[src/hdl/ustb_cfg.svh]
// register offsets, field positions, reset values and timing counts
// assumes a 50 MHz core clock and a full-speed link with 1 ms frames
`ifndef USTB_CFG_SVH
`define USTB_CFG_SVH

// register bus geometry
`define USTB_ADDR_W        8
`define USTB_DATA_W        32
`define USTB_FIELD_W       8

// register byte offsets, one aligned word each
`define USTB_OFS_SOF       8'h00
`define USTB_OFS_BASE_LOW  8'h04
`define USTB_OFS_BASE_MID  8'h08
`define USTB_OFS_BASE_HIGH 8'h0c

// writable bit masks of the implemented low byte
`define USTB_MASK_SOF       8'hff
`define USTB_MASK_BASE_LOW  8'hfe
`define USTB_MASK_BASE_MID  8'hff
`define USTB_MASK_BASE_HIGH 8'hff

// reset values
`define USTB_RST_FIELD     8'h00

// field positions inside the composed table base
`define USTB_BASE_LOW_LSB  9
`define USTB_BASE_MID_LSB  16
`define USTB_BASE_HIGH_LSB 24
`define USTB_ALIGN_BITS    9

// suggested threshold codes per largest packet size
`define USTB_THR_64B       8'h4a
`define USTB_THR_32B       8'h2a
`define USTB_THR_16B       8'h1a
`define USTB_THR_8B        8'h12

// timing: clock and link rates in kHz, frame period in us
`define USTB_CLK_KHZ       50000
`define USTB_BIT_KHZ       12000
`define USTB_FRAME_US      1000
`define USTB_BYTE_CYCLES   ((8 * `USTB_CLK_KHZ) / `USTB_BIT_KHZ)
`define USTB_FRAME_BYTES   ((`USTB_FRAME_US * `USTB_BIT_KHZ) / 8000)
`define USTB_CNT_W         11

`endif

[src/hdl/ustb_pkg.sv]
// types shared by the threshold/table-base register bank
// assumes ustb_cfg.svh is reachable on the include path
package ustb_pkg;
  `include "ustb_cfg.svh"

  // one implemented byte of a register
  typedef logic [`USTB_FIELD_W-1:0] ustb_byte_t;

  // bus address and data words
  typedef logic [`USTB_ADDR_W-1:0] ustb_addr_t;
  typedef logic [`USTB_DATA_W-1:0] ustb_word_t;

  // remaining byte times in a frame
  typedef logic [`USTB_CNT_W-1:0] ustb_cnt_t;

  // token gate states, one-hot
  typedef enum logic [2:0] {
    USTB_WAIT_SOF = 3'b001,
    USTB_OPEN     = 3'b010,
    USTB_SHUT     = 3'b100
  } ustb_gate_t;
endpackage

[src/hdl/ustb_regs.sv]
// start-of-frame threshold and descriptor table base register bank
// assumes a single-cycle strobe bus master and a same-clock scheduler
//
// Overview of operation
// [RULE1] threshold register keeps an 8-bit read/write value; upper bits read zero
// [RULE2] software sets threshold per packet size: 0x4a, 0x2a, 0x1a
// [RULE3] for 8-byte packets software loads threshold code 0x12
// [RULE4] low page register bits 7..1 give table base address bits 15..9
// [RULE5] low page register bit 0 reads zero and ignores writes
// [RULE6] middle page register byte gives table base address bits 23..16
// [RULE7] high page register byte gives table base address bits 31..24
// [RULE8] table base is 512-byte aligned; address bits 8..0 stay zero
// [RULE9] composed base is the start of the descriptor table in memory
// [RULE10] bits 31..8 of all four registers read zero, ignore writes
// [RULE11] host mode withholds new tokens when frame tail is below threshold
//
// Chosen here: strobed register access and the address map.
`timescale 1ns/1ps
`include "ustb_cfg.svh"
module ustb_regs #(
  parameter int FRAME_BYTES = `USTB_FRAME_BYTES,
  parameter int BYTE_CYCLES = `USTB_BYTE_CYCLES
) (
  // clock and reset
  input  wire logic                 clk,
  input  wire logic                 reset,
  // register bus
  input  wire ustb_pkg::ustb_addr_t regAddr,
  input  wire ustb_pkg::ustb_word_t regWrData,
  input  wire logic                 regWrite,
  input  wire logic                 regRead,
  output ustb_pkg::ustb_word_t      regRdData,
  // host scheduler
  input  wire logic                 hostMode,
  input  wire logic                 sofPulse,
  input  wire logic                 tokenReq,
  output logic                      tokenGo,
  output ustb_pkg::ustb_cnt_t       frameBytesLeft,
  // descriptor fetch and threshold
  output ustb_pkg::ustb_word_t      descTableBase,
  output ustb_pkg::ustb_byte_t      sofThreshold
);
  import ustb_pkg::*;

  localparam int NREG = 4;

  // offsets and writable masks, indexed by register
  localparam ustb_addr_t REG_OFS [NREG] = '{
    `USTB_OFS_SOF, `USTB_OFS_BASE_LOW, `USTB_OFS_BASE_MID, `USTB_OFS_BASE_HIGH
  };
  localparam ustb_byte_t REG_MASK [NREG] = '{
    `USTB_MASK_SOF, `USTB_MASK_BASE_LOW, `USTB_MASK_BASE_MID, `USTB_MASK_BASE_HIGH
  };

  // address match against one register offset
  function automatic logic regHit(input ustb_addr_t addr, input ustb_addr_t ofs);
    regHit = (addr == ofs);
  endfunction

  ustb_byte_t field_reg [NREG];
  ustb_byte_t readByte;
  ustb_word_t rdData_reg;
  ustb_word_t rdData_next;
  logic [NREG-1:0] hitVec;
  logic       anyHit;
  ustb_byte_t wrByte;

  assign wrByte = regWrData[`USTB_FIELD_W-1:0];

  // per-register decode and storage
  genvar gi;
  generate
    for (gi = 0; gi < NREG; gi++)
    begin : g_reg
      assign hitVec[gi] = regHit(regAddr, REG_OFS[gi]);

      // [RULE5] masked write keeps unimplemented bits zero
      always_ff @(posedge clk or posedge reset)
      begin
        if (reset)
          field_reg[gi] <= `USTB_RST_FIELD;
        else if (regWrite && hitVec[gi])
          field_reg[gi] <= wrByte & REG_MASK[gi];
      end
    end
  endgenerate

  // read selection, unmapped offsets answer zero
  assign anyHit   = |hitVec;
  assign readByte = hitVec[0] ? field_reg[0] :
                    hitVec[1] ? field_reg[1] :
                    hitVec[2] ? field_reg[2] :
                    hitVec[3] ? field_reg[3] : '0;

  // [RULE10] only the low byte is ever returned
  assign rdData_next = regRead ? {{(`USTB_DATA_W-`USTB_FIELD_W){1'b0}}, readByte} : '0;

  // read data stand for one cycle after the strobe
  always_ff @(posedge clk or posedge reset)
  begin
    if (reset)
      rdData_reg <= '0;
    else
      rdData_reg <= rdData_next;
  end

  assign regRdData = rdData_reg;

  // [RULE1] threshold value to the scheduler
  assign sofThreshold = field_reg[0];

  // [RULE8] compose the 512-byte aligned table base
  assign descTableBase = {field_reg[3], field_reg[2], field_reg[1][7:1],
                          {`USTB_ALIGN_BITS{1'b0}}};

  // [RULE11] frame tail gate for host tokens
  ustb_frame_gate #(
    .FRAME_BYTES (FRAME_BYTES),
    .BYTE_CYCLES (BYTE_CYCLES)
  ) u_gate (
    .clk       (clk),
    .reset     (reset),
    .hostMode  (hostMode),
    .sofPulse  (sofPulse),
    .tokenReq  (tokenReq),
    .threshold (field_reg[0]),
    .tokenGo   (tokenGo),
    .bytesLeft (frameBytesLeft)
  );

  // helper: past-valid flag, set from the first cycle after reset
  logic pastValid_reg;
  always_ff @(posedge clk or posedge reset)
  begin
    if (reset)
      pastValid_reg <= 1'b0;
    else
      pastValid_reg <= 1'b1;
  end
endmodule // ustb_regs

[src/hdl/ustb_frame_gate.sv]
// host-mode token gate: counts byte times left in the frame
// assumes sofPulse and tokenReq come from logic on the same clock
`timescale 1ns/1ps
`include "ustb_cfg.svh"
module ustb_frame_gate #(
  parameter int FRAME_BYTES = `USTB_FRAME_BYTES,
  parameter int BYTE_CYCLES = `USTB_BYTE_CYCLES
) (
  // clock and reset
  input  wire logic            clk,
  input  wire logic            reset,
  // scheduler side
  input  wire logic            hostMode,
  input  wire logic            sofPulse,
  input  wire logic            tokenReq,
  input  wire ustb_pkg::ustb_byte_t threshold,
  // results
  output logic                 tokenGo,
  output ustb_pkg::ustb_cnt_t  bytesLeft
);
  import ustb_pkg::*;

  localparam ustb_cnt_t FRAME_LOAD = ustb_cnt_t'(FRAME_BYTES);
  localparam ustb_cnt_t BYTE_LAST  = ustb_cnt_t'(BYTE_CYCLES - 1);

  ustb_gate_t state_reg;
  ustb_gate_t state_next;
  ustb_cnt_t  left_reg;
  ustb_cnt_t  left_next;
  ustb_cnt_t  pre_reg;
  ustb_cnt_t  pre_next;
  logic       byteTick;
  logic       belowThr;

  // byte-time prescaler and frame countdown
  assign byteTick  = (pre_reg == BYTE_LAST);
  assign pre_next  = (sofPulse || byteTick) ? '0 : pre_reg + ustb_cnt_t'(1);
  assign left_next = sofPulse ? FRAME_LOAD :
                     (byteTick && left_reg != '0) ? left_reg - ustb_cnt_t'(1) : left_reg;
  assign belowThr  = (left_reg < ustb_cnt_t'(threshold));

  // gate state: shut once the frame tail is shorter than the threshold
  always_comb
  begin
    case (state_reg)
      USTB_WAIT_SOF: state_next = sofPulse ? USTB_OPEN : USTB_WAIT_SOF;
      USTB_OPEN:     state_next = sofPulse ? USTB_OPEN : (belowThr ? USTB_SHUT : USTB_OPEN);
      USTB_SHUT:     state_next = sofPulse ? USTB_OPEN : USTB_SHUT;
      default:       state_next = USTB_WAIT_SOF;
    endcase
  end

  // registers
  always_ff @(posedge clk or posedge reset)
  begin
    if (reset)
    begin
      state_reg <= USTB_WAIT_SOF;
      left_reg  <= '0;
      pre_reg   <= '0;
    end
    else
    begin
      state_reg <= state_next;
      left_reg  <= left_next;
      pre_reg   <= pre_next;
    end
  end

  // [RULE11] threshold blocks late tokens
  assign tokenGo   = tokenReq && hostMode && (state_reg == USTB_OPEN) && !belowThr;
  assign bytesLeft = left_reg;
endmodule // ustb_frame_gate

[config.mk]
export PLATFORM = sky130hd
export DESIGN_NAME = ustb_regs
export DESIGN_NICKNAME = d
export VERILOG_FILES = /design/src/hdl/ustb_pkg.sv /design/src/hdl/ustb_regs.sv /design/src/hdl/ustb_frame_gate.sv
export VERILOG_INCLUDE_DIRS = /design/src /design/src/hdl
export SDC_FILE = /design/constraint.sdc
export NUM_CORES = 1
export LEC_CHECK = 0
export ABC_AREA = 1
export ABC_CLOCK_PERIOD_IN_PS = 2460
export CAP_MARGIN = 30
export CORE_MARGIN = 1
export CORE_UTILIZATION = 40
export DETAILED_ROUTE_END_ITERATION = 7
export DONT_BUFFER_PORTS = 1
export PLACE_DENSITY_LB_ADDON = 0.2
export SKIP_LAST_GASP = 1
export SYNTH_ARGS = -nofsm -noshare
export SYNTH_HDL_FRONTEND = slang
export SYNTH_SLANG_ARGS = --single-unit
[constraint.sdc]
create_clock -name clk -period 2.46 [get_ports clk]
set_clock_uncertainty 0.1 [all_clocks]
set_input_delay 0.369 -clock clk [delete_from_list [all_inputs] [get_ports clk]]
set_output_delay 0.369 -clock clk [all_outputs]
set_load 0.01 [all_outputs]
==> impl_metrics.env, run 1 <==
export IMPL_setup_viol=0
export IMPL_setup_worst_path_end_class="output pin"
export IMPL_design_area_sq_mm=0.00416
export IMPL_syn_to_final_growth_pct=5.56
export IMPL_grt_pass1_vias=2934
export IMPL_yosys_cell_types_count=31
export IMPL_utilization=0.444
export IMPL_layout_drive_gt1_share=0.115
export IMPL_path_class="reg -> out"
export IMPL_cp_arrival_ns=1.79
export IMPL_viasPerCell=4.72
export IMPL_p_leak_nw=2.07
export IMPL_clock_sinks=64
export IMPL_grt_usage=0.184
export IMPL_start_util=0.421
export IMPL_overflow=0
export IMPL_synthCells=529
export IMPL_ys_warn_count=0
export IMPL_max_clock_path_buffers=2
export IMPL_holdCritPathClass="in -> reg"
export IMPL_postRouteAntennaNets=0
export IMPL_syn_area_sq_mm=0.00394
export IMPL_synth_seq_cells=64
export IMPL_drcViolationCount=0
export IMPL_cts_setup_buffers=0
export IMPL_drv_slew=0
export IMPL_routedWlPerCell_microns=13.1
export IMPL_numPortBuffers=0
export IMPL_tightest_slew_ns=0.761
export IMPL_nets=591
export IMPL_cts_buffers=9
export IMPL_worstPathMaxFanout=6
export IMPL_place_congestion=0.906
export IMPL_start_kind="register"
export IMPL_ir_worst_vdd_v=0.000282
export IMPL_period_share=0.919
export IMPL_grt_max_degree=48
export IMPL_dr_first_iter_drc_count=124
export IMPL_syn_area_per_cell_sq_um=7.45
export IMPL_cts_htree_levels=3
export IMPL_die_height_microns=101
export IMPL_clock_latency_ns=0.34
export IMPL_post_route_min_period_ns=2.26
export IMPL_status="finished clean"
export IMPL_vias=3155
export IMPL_timing_fmax_mhz=442
export IMPL_required_ns=1.99
export IMPL_wirelength_microns=8750
export IMPL_ys_seq_area_frac=0.407
export IMPL_setup_tns_ns=0
export IMPL_maxSlewHeadroom=0.489
export IMPL_clkTransAtPathRegs_ns=0.09
export IMPL_hold_violations=0
export IMPL_cts_root_buf="clkbuf_8"
export IMPL_rsz0062_at_grt="no"
export IMPL_grt_pass1_wl_microns=14600
export IMPL_die_area_sq_mm=0.0103
export IMPL_tritoncts="done"
export IMPL_rows=35
export IMPL_core_region_area_sq_mm=0.00937
export IMPL_hold_slack_ns=0.0270
export IMPL_antenna_found_initial=0
export IMPL_firstDrtPassIters=4
export IMPL_cap_violations=0
export IMPL_largest_reg_flops=23
export IMPL_io_pins=131
export IMPL_die_x_microns=101
export IMPL_antenna_cells=0
export IMPL_post_dp_cell_area_sq_mm=0.00394
export IMPL_powerDensity_mw_per_mm2=582
export IMPL_place_hpwl_microns=6720
-- logic make-up after synthesis --
kind of cell | count (synthesis) | share of synthesized area
fa+ha+maj | 10 | 0.0317
compound gates | 51 | 0.0790
xor+xnor | 2 | 0.00445
simple gates | 275 | 0.316
buf+inv | 126 | 0.161
other cells | 1 | 0.000951
flops | 64 | 0.407
-- metrics by stage --
stage,total power [mW],cells,setup WS [ns]
5_1_grt,2.56,668,0.0182
6_report,2.42,668,0.200
2_1_floorplan,1.49,561,0.395
4_1_cts,2.46,668,0.164
3_5_place_dp,1.52,650,0.463
3_3_place_gp,1.51,650,0.497
-- cells in the mapped netlist, drive strengths merged --
library cell / instances / area, sq um
o21ai: 40 / 257
dfstp: 1 / 26.3
xnor2: 1 / 8.76
nor4: 3 / 48.8
dfrtp: 63 / 1580
inv: 82 / 308
xor2: 1 / 8.76
a21oi: 11 / 55.1
conb: 1 / 3.75
nand2: 148 / 573
nor3: 15 / 75.1
nand3: 45 / 238
or2: 3 / 18.8
ha: 10 / 125
nor3b: 1 / 7.51
nor2: 52 / 235
clkbuf: 2 / 7.51
nand4: 8 / 50.1
buf: 42 / 319
-- cells in the final DEF, fill, tap and decap left out, drive strengths merged --
| cell | count |
|---|---|
| clkbuf | 9 |
| clkinv | 1 |
| conb | 33 |
| xor2 | 1 |
| clkinvlp | 2 |
| a21oi | 11 |
| nor2 | 52 |
| nor4 | 3 |
| ha | 10 |
| nor3 | 15 |
| dfrtp | 63 |
| buf | 4 |
| xnor2 | 1 |
| nand3 | 45 |
| nand4 | 8 |
| nor3b | 1 |
| o21ai | 40 |
| bufinv | 1 |
| dfstp | 1 |
| inv | 85 |
| or2 | 3 |
| nand2 | 148 |
| dlygate4sd3 | 2 |
-- per-layer routing --
layer / track usage / vias up / part of all wire
li1: - / 1599 / -
met1: 0.244 / 1426 / 0.46
met2: 0.283 / 118 / 0.45
met3: 0.0587 / 12 / 0.080
met4: 0.0613 / 0 / 0.014
met5: 0 / - / 0
-- area by class of cell --
| cell class | instances | area, sq um |
|---|---|---|
| Clock buffer | 9 | 124 |
| Clock inverter | 7 | 76.3 |
| Fill cell | 966 | 5210 |
| Inverter | 82 | 308 |
| Multi-Input combinational cell | 371 | 1820 |
| Sequential cell | 64 | 1600 |
| Tap cell | 129 | 161 |
| Timing Repair Buffer | 6 | 62.6 |
-- timing repair --
action / in CTS / in global routing
gates resized for setup: 0 / 1
hold endpoints to repair: 18 / 0
endpoints found under the setup margin: 0 / 1
hold buffers: 2 / 0
-- worst max-delay path: stages (launching register included) --
cell	delay [ns]
dfrtp_1	0.49
ha_1	0.35
nand2_1	0.10
inv_1	0.04
nand2_1	0.05
nand2_1	0.05
a21oi_1	0.12
nand2_1	0.11
nand3_1	0.08
inv_1	0.07
-- worst paths after layout --
path,depth (start not counted),end,start,slack [ns]
max,9,tokenGo,u_gate.bytesLeft[6],0.20
min in group asynchronous,2,descTableBase[30],reset,0.37
min reg2reg,3,u_gate.state_reg[2],u_gate.state_reg[1],0.43
min,2,descTableBase[24],regWrData[0],0.03
max in group asynchronous,3,u_gate.state_reg[0],reset,1.22
max reg2reg,9,u_gate.bytesLeft[5],u_gate.bytesLeft[0],0.40
-- report_power, final --
group | switching, mW | leakage, nW | internal, mW | total (mW)
logic | 0.187 | 1.19 | 0.0945 | 0.282
clock network | 0.446 | 0.0966 | 0.476 | 0.923
registers | 0.0943 | 0.787 | 1.12 | 1.22
Power figures use the tool's default switching activity.
==> run 2: changes to the inputs <==
--- a/config.mk
+++ b/config.mk
@@ -6,7 +6,6 @@
 export SDC_FILE = /design/constraint.sdc
 export NUM_CORES = 1
 export LEC_CHECK = 0
-export ABC_AREA = 1
 export ABC_CLOCK_PERIOD_IN_PS = 2460
 export CAP_MARGIN = 30
 export CORE_MARGIN = 1
==> run 2 against run 1 <==
- the run now ends with negative setup slack left
- clock-buffer cell count is 1 higher
- synthesized area is 14% lower
- cell area is 9.2% lower
- fmax is 8.6% lower
- critical path type unchanged
==> impl_metrics.env, run 2 <==
export IMPL_clkTransAtPathRegs_ns=0.08
export IMPL_largest_reg_flops=23
export IMPL_postRouteAntennaNets=0
export IMPL_grt_usage=0.164
export IMPL_core_region_area_sq_mm=0.00822
export IMPL_clock_sinks=64
export IMPL_dp_slack_ns=0.0892
export IMPL_cp_arrival_ns=2.00
export IMPL_setup_tns_ns=-0.0120
export IMPL_multiInputGateArea_sq_mm=0.00158
export IMPL_powerDensity_mw_per_mm2=606
export IMPL_regArea_sq_mm=0.00161
export IMPL_grt_pass1_vias=2133
export IMPL_failed_checks="negative setup slack"
export IMPL_ys_warn_count=0
export IMPL_yosys_cell_types_count=39
export IMPL_cp_common_cell="buf_4"
export IMPL_cap_violations=0
export IMPL_ir_worst_vdd_v=0.000290
export IMPL_vias=2250
export IMPL_synth_ff_type="dfrtp_1"
export IMPL_worstPathMaxFanout=4
export IMPL_ys_seq_area_frac=0.473
export IMPL_tritoncts="done"
export IMPL_io_pins=131
export IMPL_die_height_microns=94
export IMPL_numPortBuffers=0
export IMPL_synth_edf_count=0
export IMPL_nets=383
export IMPL_rows=33
export IMPL_post_route_min_period_ns=2.47
export IMPL_hold_violations=0
export IMPL_start_util=0.412
export IMPL_place_inst=416
export IMPL_maxSlewHeadroom=0.588
export IMPL_synthCells=300
export IMPL_yosysTopAreaCellShare=0.466
export IMPL_required_ns=1.99
export IMPL_cts_root_buf="clkbuf_8"
export IMPL_place_hpwl_microns=4910
export IMPL_routedWlPerCell_microns=15.8
export IMPL_setup_worst_path_end_class="output pin"
export IMPL_utilization=0.460
export IMPL_drcViolationCount=0
export IMPL_instances_no_fill=436
export IMPL_firstDrtPassIters=4
export IMPL_drv_slew=0
export IMPL_start_kind="register"
export IMPL_syn_to_final_growth_pct=11.6
export IMPL_syn_area_per_cell_sq_um=11.3
export IMPL_synthArstFlopShare=1.00
export IMPL_syn_area_sq_mm=0.00339
export IMPL_path_class="reg -> out"
export IMPL_synth_area_leader_cell="dfrtp_1"
export IMPL_crit_slowest_cell="dfrtp_2"
export IMPL_layout_drive_gt1_share=0.257
export IMPL_overflow=0
export IMPL_slowest_delay_ns=0.47
export IMPL_viasPerCell=5.16
export IMPL_critical_path_top_delay_family="simple AND/OR/NAND/NOR gates"
export IMPL_design_area_sq_mm=0.00378
export IMPL_die_area_sq_mm=0.00884
export IMPL_layout_commonest_cell="dfrtp_1"
export IMPL_path_cells="ha_1, nand3_1, nor3_1, nor4bb_1, buf_4, nor4_1, buf_4"
export IMPL_synth_area_leaders="dfrtp_1, mux2_2, buf_4"
export IMPL_layout_common_cells="dfrtp_1, conb_1, mux2_2"
export IMPL_max_clock_path_buffers=2
export IMPL_clock_latency_ns=0.34
export IMPL_grt_pass1_wl_microns=10800
export IMPL_timing_fmax_mhz=405
export IMPL_rsz0062_at_grt="yes"
export IMPL_cp_buffers_inverters=2
export IMPL_synthTopCellsByCount="dfrtp_1, buf_4, mux2_2, nor2_1, mux2i_1"
export IMPL_dr_first_iter_drc_count=80
export IMPL_finalPower_mw=2.29
export IMPL_synth_seq_cells=64
export IMPL_p_leak_nw=1.74
export IMPL_cts_htree_levels=3
export IMPL_die_x_microns=94
export IMPL_hold_slack_ns=0.0355
export IMPL_fill_cells=772
export IMPL_setup_viol=1
export IMPL_status="finished with violations"
export IMPL_antenna_found_initial=0
export IMPL_synth_most_common_cell="dfrtp_1"
export IMPL_holdCritPathClass="in -> reg"
export IMPL_post_dp_cell_area_sq_mm=0.00351
export IMPL_wirelength_microns=6870
export IMPL_period_share=1.00
export IMPL_worst_slack_ns=-0.0120
export IMPL_antenna_cells=0
export IMPL_grt_max_degree=38
export IMPL_cts_buffers=9
export IMPL_tightest_slew_ns=0.617
export IMPL_place_congestion=0.736
==> run 2: layout make-up <==
type | instances | area share
Multi-Input combinational cell | 212 | 0.417
Inverter | 15 | 0.0149
Clock buffer | 10 | 0.0364
Clock inverter | 6 | 0.0179
Timing Repair Buffer | 24 | 0.0530
Tap cell | 105 | 0.0348
Sequential cell | 64 | 0.426
==> run 2: worst reg2reg max path: stages, from the launching register on <==
cell and delay, ns:
dfrtp_1 0.42, inv_1 0.07, ha_1 0.14, nor4b_1 0.36, nand3_1 0.18, nor2_1 0.52
mux2i_1 0.24, nor2b_1 0.14
==> run 2: power by group <==
group          switching [mW]  internal [mW]  total, mW  leakage (nW)
registers              0.0635           1.10       1.17         0.838
clock network           0.429          0.499      0.928        0.0989
logic                   0.103         0.0920      0.195         0.801
total                   0.595           1.69       2.29          1.74
==> run 2: per-layer routing <==
metal	part of all wire	track usage	wire length [microns]	vias to the layer above
met5	0	0	0	-
met4	0.010	0.0718	69	0
met3	0.076	0.0599	522	6
met2	0.48	0.250	3270	88
met1	0.44	0.206	3000	1116
li1	-	-	-	1040
==> run 2: final timing paths <==
check,startpoint,to,slack [ns],cells past startpoint
max,u_gate.bytesLeft[7],tokenGo,-0.01,7
min,regAddr[3],regRdData[1],0.04,1
max reg2reg,u_gate.pre_reg[0],u_gate.bytesLeft[1],0.23,7
min reg2reg,u_gate.pre_reg[0],u_gate.pre_reg[0],0.41,1
max in group asynchronous,reset,sofThreshold[7],1.18,3
min in group asynchronous,reset,descTableBase[14],0.46,2
==> run 2: logic make-up (layout without fill, tap and decap cells) <==
group / count (synthesis) / count (layout) / synth area share
buf+inv: 56 / 55 / 0.103
simple gates: 81 / 81 / 0.135
flops: 64 / 64 / 0.473
mux: 47 / 47 / 0.159
compound gates: 26 / 26 / 0.0528
fa+ha+maj: 10 / 10 / 0.0370
xor+xnor: 15 / 15 / 0.0388
other cells: 1 / 33 / 0.00111
==> run 2: timing repair <==
| item | in CTS | in global routing |
|---|---|---|
| gates resized for setup | 5 | 5 |
| pin swaps | 3 | 1 |
| endpoints found under the hold margin | 32 | 1 |
| setup buffers | 1 | 0 |
| setup endpoints to repair | 1 | 1 |
| hold buffers | 2 | 1 |
